## src/common/vfm_defines.svh

```systemverilog
`ifndef VFM_DEFINES_SVH
`define VFM_DEFINES_SVH

`define VFM_ADDR_CTRL      12'h000
`define VFM_ADDR_TON       12'h004
`define VFM_ADDR_TOFF      12'h008
`define VFM_ADDR_STATUS    12'h00C
`define VFM_ADDR_IRQ_STAT  12'h010
`define VFM_ADDR_IRQ_MASK  12'h014

`define VFM_CTRL_TYPE_LSB  0
`define VFM_CTRL_MANUAL    2
`define VFM_CTRL_CONT      3
`define VFM_CTRL_LONG_RST  4
`define VFM_CTRL_USE_FLAG  5
`define VFM_CTRL_RESET     6'h20

`define VFM_TON_RESET      10'h005
`define VFM_TOFF_RESET     10'h005

`define VFM_TICK_NS        10000000
`define VFM_CLK_NS         10
`define VFM_TICK_CYC       (`VFM_TICK_NS / `VFM_CLK_NS)
`define VFM_RST_SHORT_MS   100
`define VFM_RST_LONG_MS    350
`define VFM_RST_MAX_MS     30000
`define VFM_STEP_MS        10

`endif

```

## src/common/vfm_pkg.sv

```systemverilog
package vfm_pkg;

    typedef enum logic [1:0] {
        VFM_SINGLE      = 2'h0,
        VFM_DOUBLE      = 2'h1,
        VFM_DIRECTIONAL = 2'h2
    } vfm_type_t;

    typedef struct packed {
        logic ctl1;
        logic ctl2;
        logic rb1;
        logic rb2;
        logic rst;
    } vfm_in_t;

    typedef struct packed {
        logic out1;
        logic out2;
        logic rb_err;
        logic dir_err;
        logic err_flag;
    } vfm_out_t;

endpackage : vfm_pkg

```

## src/verilog/vfm_top.sv

```systemverilog
// Design decisions made here: the APB slave port and the address map.
`timescale 1ns/10ps
`include "vfm_defines.svh"

// Contract
// RULE_01: Valve type single, double or directional selects used signals.
// RULE_02: Switch-on limit 50 ms to 10 s in 10 ms steps; zero disables.
// RULE_03: Switch-off limit 50 ms to 10 s in 10 ms steps; zero disables.
// RULE_04: Software disables continuous monitoring when switch-on limit is zero.
// RULE_05: Software keeps nonzero limits above the evaluation period.
// RULE_06: Output rises only on control rising while read-back is high.
// RULE_07: Output low when control low or any error pending.
// RULE_08: Output 1 follows control 1; output 2 by valve type.
// RULE_09: Control rising with read-back low raises read-back error.
// RULE_10: Read-back not falling within switch-on limit raises error.
// RULE_11: Read-back not rising within switch-off limit raises error.
// RULE_12: Continuous monitoring: read-back high while control high is error.
// RULE_13: Directional type: both controls high raises directional error.
// RULE_14: Error flag is high while either error is high; code also needs ctrl bit VFM_CTRL_USE_FLAG set.
// RULE_15: Errors clear when enabled controls low and read-backs high.
// RULE_16: Manual reset also needs a valid reset pulse to clear.
// RULE_17: Valid reset pulse 100 or 350 ms minimum, 30 s maximum.
// RULE_18: Inputs evaluated each cycle; timing counted in 10 ms ticks.
module vfm_top
    import vfm_pkg::*;
#(
    parameter int TICK_CYC = `VFM_TICK_CYC
) (
    // Clock and reset.
    input  wire logic            pclk,
    input  wire logic            presetn,
    // APB slave.
    input  wire logic            psel,
    input  wire logic            penable,
    input  wire logic            pwrite,
    input  wire logic [11:0]     paddr,
    input  wire logic [31:0]     pwdata,
    output logic      [31:0]     prdata,
    output logic                 pready,
    output logic                 pslverr,
    // Valve pins.
    input  wire vfm_pkg::vfm_in_t  pins_in,
    output vfm_pkg::vfm_out_t      pins_out,
    // Interrupt.
    output logic                 irq
);
    import vfm_pkg::*;

    // ------------------------------------------------------------------
    // Register bus.
    // ------------------------------------------------------------------
    logic [5:0]  ctrl_q;
    logic [9:0]  ton_q;
    logic [9:0]  toff_q;
    logic [2:0]  istat_q;
    logic [2:0]  imask_q;
    logic [31:0] prdata_q;
    logic        pready_q;
    logic        pslverr_q;
    logic        acc;
    logic        rd_istat;
    logic [2:0]  ev;
    vfm_out_t    out_q;

    function automatic logic known(input logic [11:0] a);
        known = (a == `VFM_ADDR_CTRL) || (a == `VFM_ADDR_TON) ||
                (a == `VFM_ADDR_TOFF) || (a == `VFM_ADDR_STATUS) ||
                (a == `VFM_ADDR_IRQ_STAT) || (a == `VFM_ADDR_IRQ_MASK);
    endfunction : known

    assign acc      = psel && penable && !pready_q;
    assign rd_istat = acc && !pwrite && (paddr == `VFM_ADDR_IRQ_STAT);

    always_ff @(posedge pclk or negedge presetn) begin
        if (!presetn) begin
            ctrl_q  <= `VFM_CTRL_RESET;
            ton_q   <= `VFM_TON_RESET;
            toff_q  <= `VFM_TOFF_RESET;
            imask_q <= 3'h0;
        end else if (psel && penable && pready_q && pwrite) begin
            case (paddr)
                `VFM_ADDR_CTRL:     ctrl_q  <= pwdata[5:0];
                `VFM_ADDR_TON:      ton_q   <= pwdata[9:0];
                `VFM_ADDR_TOFF:     toff_q  <= pwdata[9:0];
                `VFM_ADDR_IRQ_MASK: imask_q <= pwdata[2:0];
                default: ;
            endcase
        end
    end

    always_ff @(posedge pclk or negedge presetn) begin
        if (!presetn) begin
            prdata_q  <= 32'h0;
            pready_q  <= 1'b0;
            pslverr_q <= 1'b0;
        end else begin
            pready_q  <= acc;
            pslverr_q <= acc && !known(paddr);
            prdata_q  <= 32'h0;
            if (acc && !pwrite) begin
                case (paddr)
                    `VFM_ADDR_CTRL:     prdata_q <= {26'h0, ctrl_q};
                    `VFM_ADDR_TON:      prdata_q <= {22'h0, ton_q};
                    `VFM_ADDR_TOFF:     prdata_q <= {22'h0, toff_q};
                    `VFM_ADDR_STATUS:   prdata_q <= {27'h0, out_q};
                    `VFM_ADDR_IRQ_STAT: prdata_q <= {29'h0, istat_q};
                    `VFM_ADDR_IRQ_MASK: prdata_q <= {29'h0, imask_q};
                    default:            prdata_q <= 32'h0;
                endcase
            end
        end
    end

    assign prdata  = prdata_q;
    assign pready  = pready_q;
    assign pslverr = pslverr_q;

    // ------------------------------------------------------------------
    // Input synchronisers.
    // ------------------------------------------------------------------
    logic [4:0] s1_q;
    logic [4:0] s2_q;
    logic [4:0] s3_q;
    logic [4:0] in_q;

    always_ff @(posedge pclk or negedge presetn) begin
        if (!presetn) begin
            s1_q <= 5'h0;
            s2_q <= 5'h0;
            s3_q <= 5'h0;
            in_q <= 5'h0;
        end else begin
            s1_q <= pins_in;
            s2_q <= s1_q;
            s3_q <= s2_q;
            for (int i = 0; i < 5; i++) begin
                if (s2_q[i] == s3_q[i]) begin
                    in_q[i] <= s3_q[i];
                end
            end
        end
    end

    // ------------------------------------------------------------------
    // Tick generator.
    // ------------------------------------------------------------------
    logic [19:0] pre_q;
    logic        tick;

    assign tick = (pre_q == 20'(TICK_CYC - 1));

    always_ff @(posedge pclk or negedge presetn) begin // RULE_18
        if (!presetn) begin
            pre_q <= 20'h0;
        end else if (tick) begin
            pre_q <= 20'h0;
        end else begin
            pre_q <= pre_q + 20'h1;
        end
    end

    // ------------------------------------------------------------------
    // Valve evaluation.
    // ------------------------------------------------------------------
    vfm_type_t vtype;
    logic      c1, c2, r1, r2, rs;
    logic      en2, ctl2_eff, dir_mode;
    logic      c1_q, c2_q, rs_q;
    logic      rise1, rise2, fall1, fall2;
    logic [9:0] on1_q, on2_q, off1_q, off2_q;
    logic      onw1_q, onw2_q, offw1_q, offw2_q;
    logic      rb_err_q, dir_err_q;
    logic      set_rb, set_dir, clr_ok, pulse_ok;
    logic [11:0] rp_q;
    logic      rp_ovf_q;

    assign vtype    = vfm_type_t'(ctrl_q[1:0]);
    assign {c1, c2, r1, r2, rs} = in_q;
    assign dir_mode = (vtype == VFM_DIRECTIONAL);
    assign en2      = (vtype != VFM_SINGLE); // RULE_01
    assign ctl2_eff = dir_mode ? c1 : (vtype == VFM_DOUBLE) && c2; // RULE_08
    assign rise1    = c1 && !c1_q;
    assign fall1    = !c1 && c1_q;
    assign rise2    = ctl2_eff && !c2_q;
    assign fall2    = !ctl2_eff && c2_q;

    function automatic logic expired(input logic [9:0] cnt,
                                     input logic [9:0] lim);
        expired = (lim != 10'h0) && (cnt >= lim);
    endfunction : expired

    always_ff @(posedge pclk or negedge presetn) begin
        if (!presetn) begin
            c1_q <= 1'b0;
            c2_q <= 1'b0;
            rs_q <= 1'b0;
        end else begin
            c1_q <= c1;
            c2_q <= ctl2_eff;
            rs_q <= rs;
        end
    end

    // Feedback windows: counters run from a control edge until the
    // read-back answers with the inverted level.
    always_ff @(posedge pclk or negedge presetn) begin // RULE_02 RULE_03
        if (!presetn) begin
            onw1_q  <= 1'b0;
            onw2_q  <= 1'b0;
            offw1_q <= 1'b0;
            offw2_q <= 1'b0;
            on1_q   <= 10'h0;
            on2_q   <= 10'h0;
            off1_q  <= 10'h0;
            off2_q  <= 10'h0;
        end else begin
            onw1_q  <= rise1 ? 1'b1 : (onw1_q && c1 && r1 && !set_rb);
            onw2_q  <= rise2 ? en2 : (onw2_q && ctl2_eff && r2 && !set_rb);
            offw1_q <= fall1 ? 1'b1 : (offw1_q && !c1 && !r1 && !set_rb);
            offw2_q <= fall2 ? en2 : (offw2_q && !ctl2_eff && !r2 && !set_rb);
            on1_q   <= rise1 ? 10'h0 : on1_q + {9'h0, tick && onw1_q};
            on2_q   <= rise2 ? 10'h0 : on2_q + {9'h0, tick && onw2_q};
            off1_q  <= fall1 ? 10'h0 : off1_q + {9'h0, tick && offw1_q};
            off2_q  <= fall2 ? 10'h0 : off2_q + {9'h0, tick && offw2_q};
        end
    end

    always_comb begin
        set_rb = 1'b0;
        if ((rise1 && !r1) || (en2 && rise2 && !r2)) begin
            set_rb = 1'b1; // RULE_09
        end
        if ((onw1_q && expired(on1_q, ton_q)) ||
            (onw2_q && expired(on2_q, ton_q))) begin
            set_rb = 1'b1; // RULE_10
        end
        if ((offw1_q && expired(off1_q, toff_q)) ||
            (offw2_q && expired(off2_q, toff_q))) begin
            set_rb = 1'b1; // RULE_11
        end
        if (ctrl_q[`VFM_CTRL_CONT] && !onw1_q && c1_q && c1 && r1 &&
            !rise1) begin
            set_rb = 1'b1; // RULE_12
        end
        if (ctrl_q[`VFM_CTRL_CONT] && en2 && !onw2_q && c2_q && ctl2_eff &&
            r2 && !rise2) begin
            set_rb = 1'b1; // RULE_12
        end
    end

    assign set_dir = dir_mode && c1 && c2; // RULE_13

    // Reset pulse width measured in 10 ms ticks.
    always_ff @(posedge pclk or negedge presetn) begin // RULE_17
        if (!presetn) begin
            rp_q     <= 12'h0;
            rp_ovf_q <= 1'b0;
        end else if (!rs) begin
            rp_q     <= 12'h0;
            rp_ovf_q <= 1'b0;
        end else if (tick) begin
            if (rp_q == 12'(`VFM_RST_MAX_MS / `VFM_STEP_MS)) begin
                rp_ovf_q <= 1'b1;
            end else begin
                rp_q <= rp_q + 12'h1;
            end
        end
    end

    assign pulse_ok = rs_q && !rs && !rp_ovf_q &&
        (rp_q >= (ctrl_q[`VFM_CTRL_LONG_RST] ?
                  12'(`VFM_RST_LONG_MS / `VFM_STEP_MS) :
                  12'(`VFM_RST_SHORT_MS / `VFM_STEP_MS))); // RULE_17

    assign clr_ok = !c1 && r1 && (!en2 || (!c2 && r2)) &&
        (!ctrl_q[`VFM_CTRL_MANUAL] || pulse_ok); // RULE_15 RULE_16

    always_ff @(posedge pclk or negedge presetn) begin
        if (!presetn) begin
            rb_err_q  <= 1'b0;
            dir_err_q <= 1'b0;
        end else begin
            rb_err_q  <= set_rb || (rb_err_q && !clr_ok); // RULE_15
            dir_err_q <= set_dir || (dir_err_q && !clr_ok); // RULE_15
        end
    end

    always_ff @(posedge pclk or negedge presetn) begin
        if (!presetn) begin
            out_q <= '0;
        end else begin
            out_q.rb_err   <= rb_err_q;
            out_q.dir_err  <= dir_err_q;
            out_q.err_flag <= ctrl_q[`VFM_CTRL_USE_FLAG] &&
                              (rb_err_q || dir_err_q); // RULE_14
            if (!c1 || rb_err_q || dir_err_q || set_rb || set_dir) begin
                out_q.out1 <= 1'b0; // RULE_07
            end else if (rise1 && r1) begin
                out_q.out1 <= 1'b1; // RULE_06
            end
            if (!en2 || !ctl2_eff || rb_err_q || dir_err_q || set_rb ||
                set_dir) begin
                out_q.out2 <= 1'b0; // RULE_07
            end else if (rise2 && r2) begin
                out_q.out2 <= 1'b1; // RULE_06 RULE_08
            end
        end
    end

    assign pins_out = out_q;

    // ------------------------------------------------------------------
    // Interrupts.
    // ------------------------------------------------------------------
    assign ev = {set_dir && !dir_err_q, set_rb && !rb_err_q,
                 clr_ok && (rb_err_q || dir_err_q)};

    logic irq_q;

    always_ff @(posedge pclk or negedge presetn) begin
        if (!presetn) begin
            istat_q <= 3'h0;
            irq_q   <= 1'b0;
        end else begin
            istat_q <= ev | (rd_istat ? 3'h0 : istat_q);
            irq_q   <= |((ev | (rd_istat ? 3'h0 : istat_q)) & imask_q);
        end
    end

    assign irq = irq_q;

endmodule : vfm_top

```

## config.mk

```make
export PLATFORM = sky130hd
export DESIGN_NAME = vfm_top
export DESIGN_NICKNAME = d
export VERILOG_FILES = /design/src/common/vfm_pkg.sv /design/src/verilog/vfm_top.sv
export VERILOG_INCLUDE_DIRS = /design/src /design/src/common
export SDC_FILE = /design/constraint.sdc
export NUM_CORES = 1
export LEC_CHECK = 0
export BUFFER_PORTS_ARGS = -buffer_cell sky130_fd_sc_hd__buf_2
export CORE_ASPECT_RATIO = 0.75
export CORE_UTILIZATION = 55
export DETAILED_ROUTE_END_ITERATION = 6
export PLACE_DENSITY = 0.72
export SLEW_MARGIN = 5
export SYNTH_ARGS = -nofsm -noshare
export SYNTH_HDL_FRONTEND = slang
export SYNTH_SLANG_ARGS = --single-unit
```

## constraint.sdc

```tcl
create_clock -name pclk -period 4.45 [get_ports pclk]
set_clock_uncertainty 0.1 [all_clocks]
set_input_delay 0.2225 -clock pclk [delete_from_list [all_inputs] [get_ports pclk]]
set_output_delay 0.2225 -clock pclk [all_outputs]
set_load 0.005 [all_outputs]
```

==> results by group, run 1 <==
Cells and area
  – Combined area of the multi-input logic cells: 3662 sq um
  – Layout net count: just over 900
  – Number of fill cells in the layout: 1,044
  – Area Overhead vs Synth: 14.79%
  – Fraction of final layout cells sized beyond drive strength 1: 0.1363
  – Number of flip-flops under the largest register name: 20
  – Seq. cell area: 3810 sq um
  – Register with the highest flop count: pre_q
  – Ant diodes: 0
  – Largest regs: pre_q x20, rp_q x12

Clock tree
  – Clk slew on worst S/H paths: 0.06 ns
  – Clock tree from TritonCTS: done
  – Number of H-tree branching levels: 4
  – Clock root cell: clkbuf_16
  – Post-cts repair resize count: 0
  – Num Clock Sinks: 152
  – Buffer depth of the longest clock path: 2
  – Number of clock buffers inserted by TritonCTS: 17
  – Skew-Pair Late Insertion Delay: around 0.42 ns

Synth
  – Mean Syn Cell Area: approximately 10 sq um
  – Dominant cells by area after synthesis: dfrtp_1 47%, ha_1 8.7%, xor2_1 3.4%, nand3_1 3.4%, nor2_1 3.1%
  – Share of the synthesized area in the top cell type: 0.4736
  – Portion of the post-synthesis area used by sequential elements: 0.4905
  – Xor/xnor share of the synthesized area: 0.06314
  – Largest family of logic cells by synthesized area: simple AND/OR/NAND/NOR gates
  – Dominant synthesized flop cell: dfrtp_1
  – Async S/R FF share, synth: 1.000
  – Yosys top cell by area: dfrtp_1
  – Summed instance area of the synthesized netlist: 7767 sq um
  – Cell with the most instances after synthesis: dfrtp_1
  – Post-synthesis adder-cell area fraction: 0.09343
  – Synthesis warning total: 0
  – Multiplexer share of the synthesized area: 0.03721
  – Number of unique standard cell types used by synthesis: 62
  – Synthesized-area fraction occupied by ao, oa, aoi and oai cells: 0.08473
  – Synthesized flop and latch total: 152
  – Number of instances in the synthesized netlist: 740
  – Count of flip-flops with a built-in enable after synthesis: 0
  – Top post-synthesis cells by count: 147 x dfrtp_1, 65 x nor2_1, 54 x ha_1
  – Simple-gate portion of the synthesized area: 0.1823

Die
  – Die area: 14,610 sq um
  – Cell row count: 37
  – Core Footprint: roughly 14,000 sq um
  – Die height: roughly 100 microns
  – Chip Width: 139.2 microns
  – I/O pin count: 94
  – Initial Utilization: 0.5649

STA
  – Setup Total Neg Slack: 0 ns
  – Final clock period utilization by the worst path: 0.7792
  – Worst slack on hold paths: 0.06309 ns
  – Achievable Freq: 288.4 MHz
  – Number of pins with negative max-slew slack in the final report: 0
  – Worst setup slack after layout: between 0.9 and 1 ns
  – Relative slew slack: 0.2974
  – Hold violation total from the final report: 0
  – Shortest clock period the worst path allows after layout: about 3.5 ns
  – Setup-violating endpoint count in the final report: 0
  – Worst slew pin tran: 1.054 ns
  – Setup repair after global routing missed its margin: false

Drt
  – Number of vias after detailed routing: 5,772
  – Post-detailed-route wirelength per cell: roughly 17 microns
  – Routed WL: about 17 mm
  – Per-cell via count in the routed design: 5.789
  – DRC errors left: 12
  – First-pass iteration count of the detailed router: 7
  – Number of nets with antenna violations after detailed routing: 0
  – Initial drt markers: 407

Global route
  – Via count of the first global-routing pass: 5,694
  – Initial antenna violation count: 0
  – Grt total ovfl: 0
  – Pin count of the biggest net entering global routing: 118
  – Overall Global Routing Usage: 0.2492
  – Global-route wire length before repair: 28.16 mm

Outcome
  – Failing checks: DRC
  – Status: finished, violations left

Worst setup path
  – Crit-path slowest cell: or4_4
  – Worst endpoint required time: 4.63 ns
  – Worst R2R End: on2_q[9]$_DFF_PN0_
  – Worst Setup Start Kind: flop
  – Cells traversed along the worst timing path: or4b_1, or4_4, nor3_1, buf_4, and2_1, ha_1, and3_1, nand3_1, nor2_1, nand3_1, xor2_1, nor2_1
  – Worst endpoint data arrival time: 3.65 ns
  – Top fanout value on the critical path: 13
  – Largest stage delay on the critical path: 0.57 ns
  – Capturing element type of the critical path: flop
  – Startpoint of the lowest-slack register-to-register path: pre_q[12]$_DFF_PN0_
  – Category of the most critical setup path: flop to flop
  – Cell count of the worst reg-to-reg path: 12
  – Register-to-register path setup slack: 0.98 ns

Min path
  – Cell depth of the worst min-delay path: 3
  – Type of the worst min-delay path: primary input to flop
  – Source of the worst hold timing path: pwrite
  – Hold endpoint: prdata[0]$_DFF_PN0_

Pwr
  – Lkg Pwr: 4.381 nW
  – Max IR drop VDD: approximately 0.27 mV
  – Overall power after layout: 3.116 mW
  – Areal power density over the cells: between 300 and 400 nW/um^2

Run
  – Number of max-capacitance violations reported: 0

Placement
  – HPWL reported at the end of detailed placement: ~12 mm
  – Buffers added on ports: around 50
  – Routability congestion estimate: 0.8642
  – Post-Place Worst Slack: 0.9994 ns
[worst max-delay path, delay by kind of cell, from the launching register on]
kind,cells,cell delay [ns]
fa+ha+maj,1,0.18
xor+xnor,1,0.17
simple gates,9,2.17
buf+inv,1,0.26
flops,1,0.44
[kinds of logic after synthesis]
family / after synthesis
buf+inv: 77
compound gates: 98
other cells: 1
xor+xnor: 56
mux: 24
fa+ha+maj: 59
simple gates: 273
flops: 152
[per-layer routing]
metal / part of all wire / routed length (microns) / track usage
met5: 0 / 0 / 0
met4: 0.022 / 367 / 0.09524
met3: 0.066 / 1098 / 0.06141
met2: 0.45 / 7605 / 0.3862
met1: 0.46 / 7678 / 0.3384
[what timing repair did]
item                      in CTS  in global routing
hold endpoints to repair     140                  0
hold buffers                  18                  0
setup buffers                  0                  0
[power by group]
part,internal (mW),leakage [nW],switching [mW],total (mW)
registers,1.41,1.97,0.0281,1.44
logic,0.0497,2.10,0.0844,0.134
clock network,0.995,0.303,0.552,1.55
total,2.45,4.38,0.664,3.12
[metrics by stage]
stage            util  instances  cell area [sq um]
6_report       0.6485        997               8916
5_1_grt        0.6485        997               8916
4_1_cts        0.6485        997               8916
3_5_place_dp   0.5894        948               8104
3_3_place_gp   0.5894        948               8104
2_1_floorplan       -        761               7846
[cell usage in the layout, fill, tap and decap left out, types with 7 or more instances in the layout]
cell	instances
dfrtp_1	147
nor2_1	65
ha_1	54
nand3_1	52
buf_2	48
nand2_1	41
inv_1	36
xor2_1	30
o21ai_0	29
xnor2_1	26
conb_1	22
a21oi_1	19
mux2_2	19
and2_1	18
dlygate4sd3_1	18
and3_1	17
nor2b_1	17
clkbuf_16	17
nand4_1	14
nor3_1	10
nor4_1	7
a21o_1	7
[how the worst max path moves through the flow]
stage                     endpoint                 from  slack (ns)
2_1_floorplan  off2_q[8]$_DFF_PN0_  pre_q[12]$_DFF_PN0_        1.20
3_3_place_gp    on2_q[8]$_DFF_PN0_  pre_q[12]$_DFF_PN0_        1.07
3_5_place_dp    on2_q[8]$_DFF_PN0_  pre_q[12]$_DFF_PN0_         1.0
4_1_cts         on2_q[9]$_DFF_PN0_  pre_q[12]$_DFF_PN0_         1.0
5_1_grt        off2_q[8]$_DFF_PN0_  pre_q[12]$_DFF_PN0_        0.78
6_report        on2_q[9]$_DFF_PN0_  pre_q[12]$_DFF_PN0_        0.98
[cell type report]
class / count / share of cell area
clock buffers: 24 / 0.05515
clock inverters: 7 / 0.01572
inverters: 37 / 0.01558
multi-input cells: 532 / 0.4107
flip-flops and latches: 152 / 0.4273
well taps: 175 / 0.02456
repair buffers: 70 / 0.05094
Note: power is estimated with default switching activity, not from simulation.
==> run 2, diff against run 1 <==
==> constraint.sdc (replaced) <==
create_clock -name pclk -period 3.5 [get_ports pclk]
set_clock_uncertainty 0.1 [all_clocks]
set_input_delay 0.175 -clock pclk [delete_from_list [all_inputs] [get_ports pclk]]
set_output_delay 0.175 -clock pclk [all_outputs]
set_load 0.005 [all_outputs]
==> results by group, run 2 (synthesized netlist as in run 1, its figures left out) <==
STA
  – Achievable Freq: 301.1 MHz (+4.4%)
  – Worst setup slack after layout: 0.1785 ns (-0.8041 ns)
  – Setup repair after global routing missed its margin: false
  – Worst slew pin tran: 1.009 ns (-0.04451 ns)
  – Relative slew slack: 0.3219 (+0.02450)
  – Setup Total Neg Slack: 0 ns (unchanged)
  – Setup-violating endpoint count in the final report: 0 (unchanged)
  – Shortest clock period the worst path allows after layout: 3.321 ns (-0.1459 ns)
  – Final clock period utilization by the worst path: 0.9490 (+0.1698)
  – Hold violation total from the final report: 0 (unchanged)
  – Number of pins with negative max-slew slack in the final report: 0 (unchanged)
  – Worst slack on hold paths: 0.05515 ns (-0.007937 ns)

Worst setup path
  – Bufs and invs on worst path: 1 (unchanged)
  – Worst endpoint data arrival time: 3.51 ns (-0.14 ns)
  – Crit-path slowest cell: or4_4
  – Largest stage delay on the critical path: 0.57 ns (about the same)
  – Top cell family by delay on the critical path: simple AND/OR/NAND/NOR gates
  – Category of the most critical setup path: flop to flop
  – Worst endpoint required time: 3.69 ns (-0.94 ns)
  – Launch point of the critical path: pre_q[12]$_DFF_PN0_
  – Top fanout value on the critical path: 6 (-7)
  – Worst Setup Start Kind: flop
  – Cells traversed along the worst timing path: or4b_1, or4_4, nor3_2, buf_4, and2_1, ha_1, ha_1, nand3_1, nor2_1, nand3_1, xor2_1, nor2_1
  – Startpoint of the lowest-slack register-to-register path: pre_q[12]$_DFF_PN0_
  – Capturing element type of the critical path: flop

Min path
  – Source of the worst hold timing path: paddr[3]
  – Type of the worst min-delay path: primary input to flop

Clock tree
  – Buffer depth of the longest clock path: 2 (unchanged)
  – Clock tree from TritonCTS: done
  – Skew-Pair Late Insertion Delay: 0.43 ns (about the same)
  – Num Clock Sinks: 152 (unchanged)
  – Number of clock buffers inserted by TritonCTS: 17 (unchanged)
  – Clk slew on worst S/H paths: 0.06 ns (about the same)
  – Number of H-tree branching levels: 4 (unchanged)
  – Clock root cell: clkbuf_16
  – Post-CTS Repair Setup Buffers: 0 (unchanged)

Cells and area
  – Final cell area excluding filler cells: 8947 sq um (+0.35%)
  – Number of flip-flops under the largest register name: 20 (unchanged)
  – Register with the highest flop count: pre_q
  – Fraction of final layout cells sized beyond drive strength 1: 0.1415 (+0.005222)
  – Commonest cells after routing, fill and taps aside: 147 x dfrtp_1, 65 x nor2_1, 54 x ha_1
  – Final cell count without fillers: 1,002 (+0.50%)
  – Finished Core Util: 0.6507 (+0.002275)
  – Ant diodes: 0 (unchanged)
  – Most frequent standard cell in the layout excluding fill and tap cells: dfrtp_1
  – Largest regs: pre_q x20, rp_q x12
  – Layout net count: 922 (+0.44%)
  – Number of fill cells in the layout: 1,035 (-0.86%)
  – Area Overhead vs Synth: 15.19%

Placement
  – Routability congestion estimate: 0.8608 (-0.39%)
  – Post-Place Worst Slack: 0.1411 ns (-0.8583 ns)
  – HPWL reported at the end of detailed placement: 12.05 mm (+3.6%)
  – Placed Cells: 951 (+0.32%)
  – DP Area: 8139 sq um (+0.43%)
  – Buffers added on ports: 49 (unchanged)

Global route
  – Grt total ovfl: 0 (unchanged)
  – Pin count of the biggest net entering global routing: 108 (-8.5%)
  – Initial antenna violation count: 0 (unchanged)
  – Via count of the first global-routing pass: 5,765 (+1.2%)
  – Overall Global Routing Usage: 0.2506 (+0.001404)
  – Global-route wire length before repair: 28.49 mm (+1.2%)

Outcome
  – Status: finished, violations left
  – Failing checks: DRC

Pwr
  – Power share of the sequential group: 0.466 (+0.005)
  – Areal power density over the cells: 437.3 nW/um^2 (+25%)
  – Lkg Pwr: 4.385 nW (about the same)
  – Max IR drop VDD: 0.3420 mV (+28%)
  – Part of the total power dissipated in combinational logic: 0.045 (+0.002)
  – Overall power after layout: 3.913 mW (+26%)
  – Cell-internal power: 3.046 mW (+24%)
  – Switching share of power: 0.2215 (+0.008358)
  – Share of power burned in the clock network: 0.489 (-0.007)
  – Switch Pwr: 0.8669 mW (+30%)

Die
  – Cell row count: 37 (unchanged)
  – Initial Utilization: 0.5649 (unchanged)
  – Die height: 104.9 microns (unchanged)
  – Chip Width: 139.2 microns (unchanged)
  – Core Footprint: 13,750 sq um (unchanged)
  – I/O pin count: 94 (unchanged)
  – Die area: 14,610 sq um (unchanged)

Drt
  – Number of vias after detailed routing: 5,766 (-0.10%)
  – Per-cell via count in the routed design: 5.754 (-0.60%)
  – First-pass iteration count of the detailed router: 7 (unchanged)
  – Initial drt markers: 402 (-1.2%)
  – Routed WL: 17.04 mm (+1.7%)
  – Post-detailed-route wirelength per cell: 17.00 microns (+1.2%)
  – Number of nets with antenna violations after detailed routing: 0 (unchanged)
  – DRC errors left: 12 (unchanged)

Run
  – Number of max-capacitance violations reported: 0 (unchanged)
==> run 2: cell count changes in the layout (fill, tap and decap cells not counted), sizes merged <==
cell | before | now
dlygate4sd3 | 18 | 19
clkbuf | 24 | 20
buf | 52 | 55
clkinv | 2 | 4
clkinvlp | 2 | 5
==> run 2: cell type report <==
| type | count | area [sq um] | share of cell area |
|---|---|---|---|
| Inverter | 37 | 138.9 | 0.01552 |
| Tap cell | 175 | 219.0 | 0.02447 |
| Timing Repair Buffer | 74 | 499.2 | 0.05580 |
| Clock buffer | 20 | 436.7 | 0.04880 |
| Multi-Input combinational cell | 532 | 3667 | 0.4099 |
| Sequential cell | 152 | 3810 | 0.4258 |
| Clock inverter | 12 | 176.4 | 0.01972 |
==> run 2: per-layer routing <==
metal,GRT usage,vias up,routed length [microns]
met5,0,-,0
met4,0.08254,0,191
met3,0.05591,19,988
met2,0.3880,174,7731
met1,0.3499,2869,8124
li1,-,2704,-
==> run 2: worst register-to-register path: stages (launching register included) <==
cell and delay (ns):
dfrtp_1 0.44, or4b_1 0.53, or4_4 0.57, nor3_2 0.16, buf_4 0.19, and2_1 0.14, ha_1 0.20, ha_1 0.20
nand3_1 0.13, nor2_1 0.20, nand3_1 0.12, xor2_1 0.14, nor2_1 0.05
==> run 2: power groups by stage <==
stage | Clock, mW | Combinational, mW | Sequential, mW
finish | 1.91 | 0.176 | 1.82
global route | 2.01 | 0.199 | 1.83
CTS | 1.94 | 0.177 | 1.82
detailed placement | 0 | 0.160 | 1.86
global placement | 0 | 0.154 | 1.85
floorplan | 0 | 0.0972 | 1.84
==> run 2: timing repair <==
item,4_1_cts,5_1_grt
hold endpoints to repair,137,0
endpoints found under the setup margin,0,4
hold buffers,19,0
resized for setup,0,1
==> run 2: final timing paths <==
check	end	slack, ns	depth (start not counted)
max	on2_q[8]$_DFF_PN0_	0.18	12
min	pslverr$_DFF_PN0_	0.06	3
max reg2reg	on2_q[8]$_DFF_PN0_	0.18	12
min reg2reg	s2_q[2]$_DFF_PN0_	0.25	0
max in group asynchronous	pre_q[11]$_DFF_PN0_	2.16	3
min in group asynchronous	ton_q[8]$_DFFE_PN0P_	0.35	2
==> run 3, diff against run 2 <==
--- a/config.mk
+++ b/config.mk
@@ -11,6 +11,7 @@
 export CORE_UTILIZATION = 55
 export DETAILED_ROUTE_END_ITERATION = 6
 export PLACE_DENSITY = 0.72
+export REMOVE_ABC_BUFFERS = 1
 export SLEW_MARGIN = 5
 export SYNTH_ARGS = -nofsm -noshare
 export SYNTH_HDL_FRONTEND = slang
==> results by group, run 3 (synthesized netlist as in run 1, its figures left out) <==
Outcome
  – Status: finished, violations left
  – Failing checks: DRC

Clock tree
  – Clock root cell: clkbuf_16
  – Clk slew on worst S/H paths: 0.06 ns (about the same)
  – Number of clock buffers inserted by TritonCTS: 17 (unchanged)
  – Number of H-tree branching levels: 4 (unchanged)
  – Skew-Pair Late Insertion Delay: 0.43 ns (about the same)
  – Clock tree from TritonCTS: done
  – Num Clock Sinks: 152 (unchanged)
  – Buffer depth of the longest clock path: 2 (unchanged)

Worst setup path
  – Category of the most critical setup path: flop to flop
  – Worst endpoint required time: 3.69 ns (about the same)
  – Cells traversed along the worst timing path: or4b_1, or4_4, nor3_1, buf_4, and2_1, ha_1, ha_1, nand3_1, nor2_1, nand3_1, xor2_1, nor2_1
  – Largest stage delay on the critical path: 0.57 ns (about the same)
  – Capturing element type of the critical path: flop
  – Worst Setup Start Kind: flop
  – Top fanout value on the critical path: 10 (+4)
  – Crit-path slowest cell: or4_4
  – Worst endpoint data arrival time: 3.47 ns (-0.04 ns)

Cells and area
  – Area Overhead vs Synth: 15.40%
  – Most frequent standard cell in the layout excluding fill and tap cells: dfrtp_1
  – Number of fill cells in the layout: 1,056 (+2.0%)
  – Fraction of final layout cells sized beyond drive strength 1: 0.1427 (+0.001209)
  – Register with the highest flop count: pre_q
  – Layout net count: 922 (unchanged)
  – Ant diodes: 0 (unchanged)
  – Number of flip-flops under the largest register name: 20 (unchanged)
  – Combined area of the multi-input logic cells: 3665 sq um (about the same)
  – Seq. cell area: 3810 sq um (unchanged)
  – Largest regs: pre_q x20, rp_q x12
  – Commonest cells after routing, fill and taps aside: 147 x dfrtp_1, 64 x nor2_1, 54 x ha_1

Pwr
  – Switch Pwr: 0.8601 mW (-0.77%)
  – Cell-internal power: 3.086 mW (+1.3%)
  – Switching share of power: 0.2180 (-0.003576)
  – Power share of the sequential group: 0.462 (-0.004)
  – Share of power burned in the clock network: 0.494 (+0.005)
  – Max IR drop VDD: 0.3268 mV (-4.4%)
  – Part of the total power dissipated in combinational logic: 0.044 (about the same)
  – Areal power density over the cells: 440.2 nW/um^2 (+0.67%)
  – Lkg Pwr: 4.394 nW (+0.21%)
  – Overall power after layout: 3.946 mW (+0.85%)

Placement
  – HPWL reported at the end of detailed placement: 11.86 mm (-1.6%)
  – Post-Place Worst Slack: 0.2192 ns (+0.07802 ns)
  – Buffers added on ports: 49 (unchanged)
  – Routability congestion estimate: 0.8732 (+1.4%)

Drt
  – Initial drt markers: 413 (+2.7%)
  – Post-detailed-route wirelength per cell: 16.58 microns (-2.5%)
  – Routed WL: 16.61 mm (-2.5%)
  – DRC errors left: 13 (+1)
  – Number of vias after detailed routing: 5,718 (-0.83%)
  – First-pass iteration count of the detailed router: 7 (unchanged)
  – Per-cell via count in the routed design: 5.707 (-0.83%)
  – Number of nets with antenna violations after detailed routing: 0 (unchanged)

STA
  – Achievable Freq: 304.5 MHz (+1.2%)
  – Worst slew pin tran: 1.046 ns (+0.03676 ns)
  – Shortest clock period the worst path allows after layout: 3.284 ns (-0.03788 ns)
  – Worst setup slack after layout: 0.2164 ns (+0.03788 ns)
  – Relative slew slack: 0.2972 (-0.02470)
  – Setup-violating endpoint count in the final report: 0 (unchanged)
  – Final clock period utilization by the worst path: 0.9382 (-0.01082)
  – Number of pins with negative max-slew slack in the final report: 0 (unchanged)
  – Hold violation total from the final report: 0 (unchanged)
  – Setup repair after global routing missed its margin: false

Global route
  – Global-route wire length before repair: 28.06 mm (-1.5%)
  – Pin count of the biggest net entering global routing: 112 (+3.7%)
  – Via count of the first global-routing pass: 5,610 (-2.7%)
  – Initial antenna violation count: 0 (unchanged)
  – Overall Global Routing Usage: 0.2482 (-0.002452)
  – Grt total ovfl: 0 (unchanged)

Die
  – Initial Utilization: 0.5649 (unchanged)
  – Core Footprint: 13,750 sq um (unchanged)
  – Die height: 104.9 microns (unchanged)
  – I/O pin count: 94 (unchanged)
  – Cell row count: 37 (unchanged)
  – Chip Width: 139.2 microns (unchanged)
  – Die area: 14,610 sq um (unchanged)

Min path
  – Type of the worst min-delay path: primary input to flop

Run
  – Number of max-capacitance violations reported: 0 (unchanged)
-- run 3: metal layers --
metal	part of all wire	routed length, microns	track usage
met1	0.48	8041	0.3432
met2	0.46	7571	0.3894
met3	0.045	755	0.05133
met4	0.015	242	0.08571
met5	0	0	0
-- run 3: per-stage QoR --
step | std cells | hold WS, ns | area, sq um | util | setup TNS, ns
floorplan | 721 | -0.2206 | 7611 | - | -0.03927
global placement | 951 | 0.1831 | 8139 | 0.5920 | 0
detailed placement | 951 | 0.1851 | 8139 | 0.5920 | 0
CTS | 1002 | 0.03081 | 8961 | 0.6517 | 0
global route | 1002 | 0.05868 | 8964 | 0.6519 | 0
finish | 1002 | 0.05079 | 8964 | 0.6519 | 0
-- run 3: final cells by class --
| type | count | share of cell area |
|---|---|---|
| clock inverter | 11 | 0.01912 |
| sequential | 152 | 0.4250 |
| timing repair buffer | 74 | 0.05570 |
| inverter | 37 | 0.01549 |
| clock buffer | 21 | 0.05137 |
| tap | 175 | 0.02443 |
| multi-input combinational | 532 | 0.4088 |
-- run 3: worst paths after layout --
| check | from | to | slack, ns | cells past startpoint |
|---|---|---|---|---|
| worst max-delay path | pre_q[12]$_DFF_PN0_ | on2_q[8]$_DFF_PN0_ | 0.22 | 12 |
| worst min-delay path | paddr[3] | pslverr$_DFF_PN0_ | 0.05 | 3 |
| worst max register to register | pre_q[12]$_DFF_PN0_ | on2_q[8]$_DFF_PN0_ | 0.22 | 12 |
| worst min register to register | s1_q[1]$_DFF_PN0_ | s2_q[1]$_DFF_PN0_ | 0.25 | 0 |
| max in group asynchronous | presetn | s2_q[3]$_DFF_PN0_ | 2.21 | 3 |
| min in group asynchronous | presetn | prdata[9]$_DFF_PN0_ | 0.34 | 2 |
-- run 3: power groups by stage --
stage / Combinational [mW] / Clock [mW] / Sequential, mW
2_1_floorplan: 0.0674 / 0 / 1.84
3_3_place_gp: 0.154 / 0 / 1.85
3_5_place_dp: 0.159 / 0 / 1.85
4_1_cts: 0.176 / 1.97 / 1.82
5_1_grt: 0.198 / 2.06 / 1.83
6_report: 0.174 / 1.95 / 1.82
-- run 3: repair_timing --
item	in CTS	in global routing
setup buffers	0	0
hold endpoints to repair	144	0
gates resized for setup	0	1
hold buffers	19	0
endpoints found under the setup margin	0	1
-- run 3: worst max-delay path, delay by kind of cell, from the launching register on --
kind	cells	cell delay, ns
buffers and inverters	1	0.21
AND/OR/NAND/NOR	8	1.88
adder cells (fa/ha/maj)	2	0.37
flip-flops	1	0.43
XOR/XNOR	1	0.14
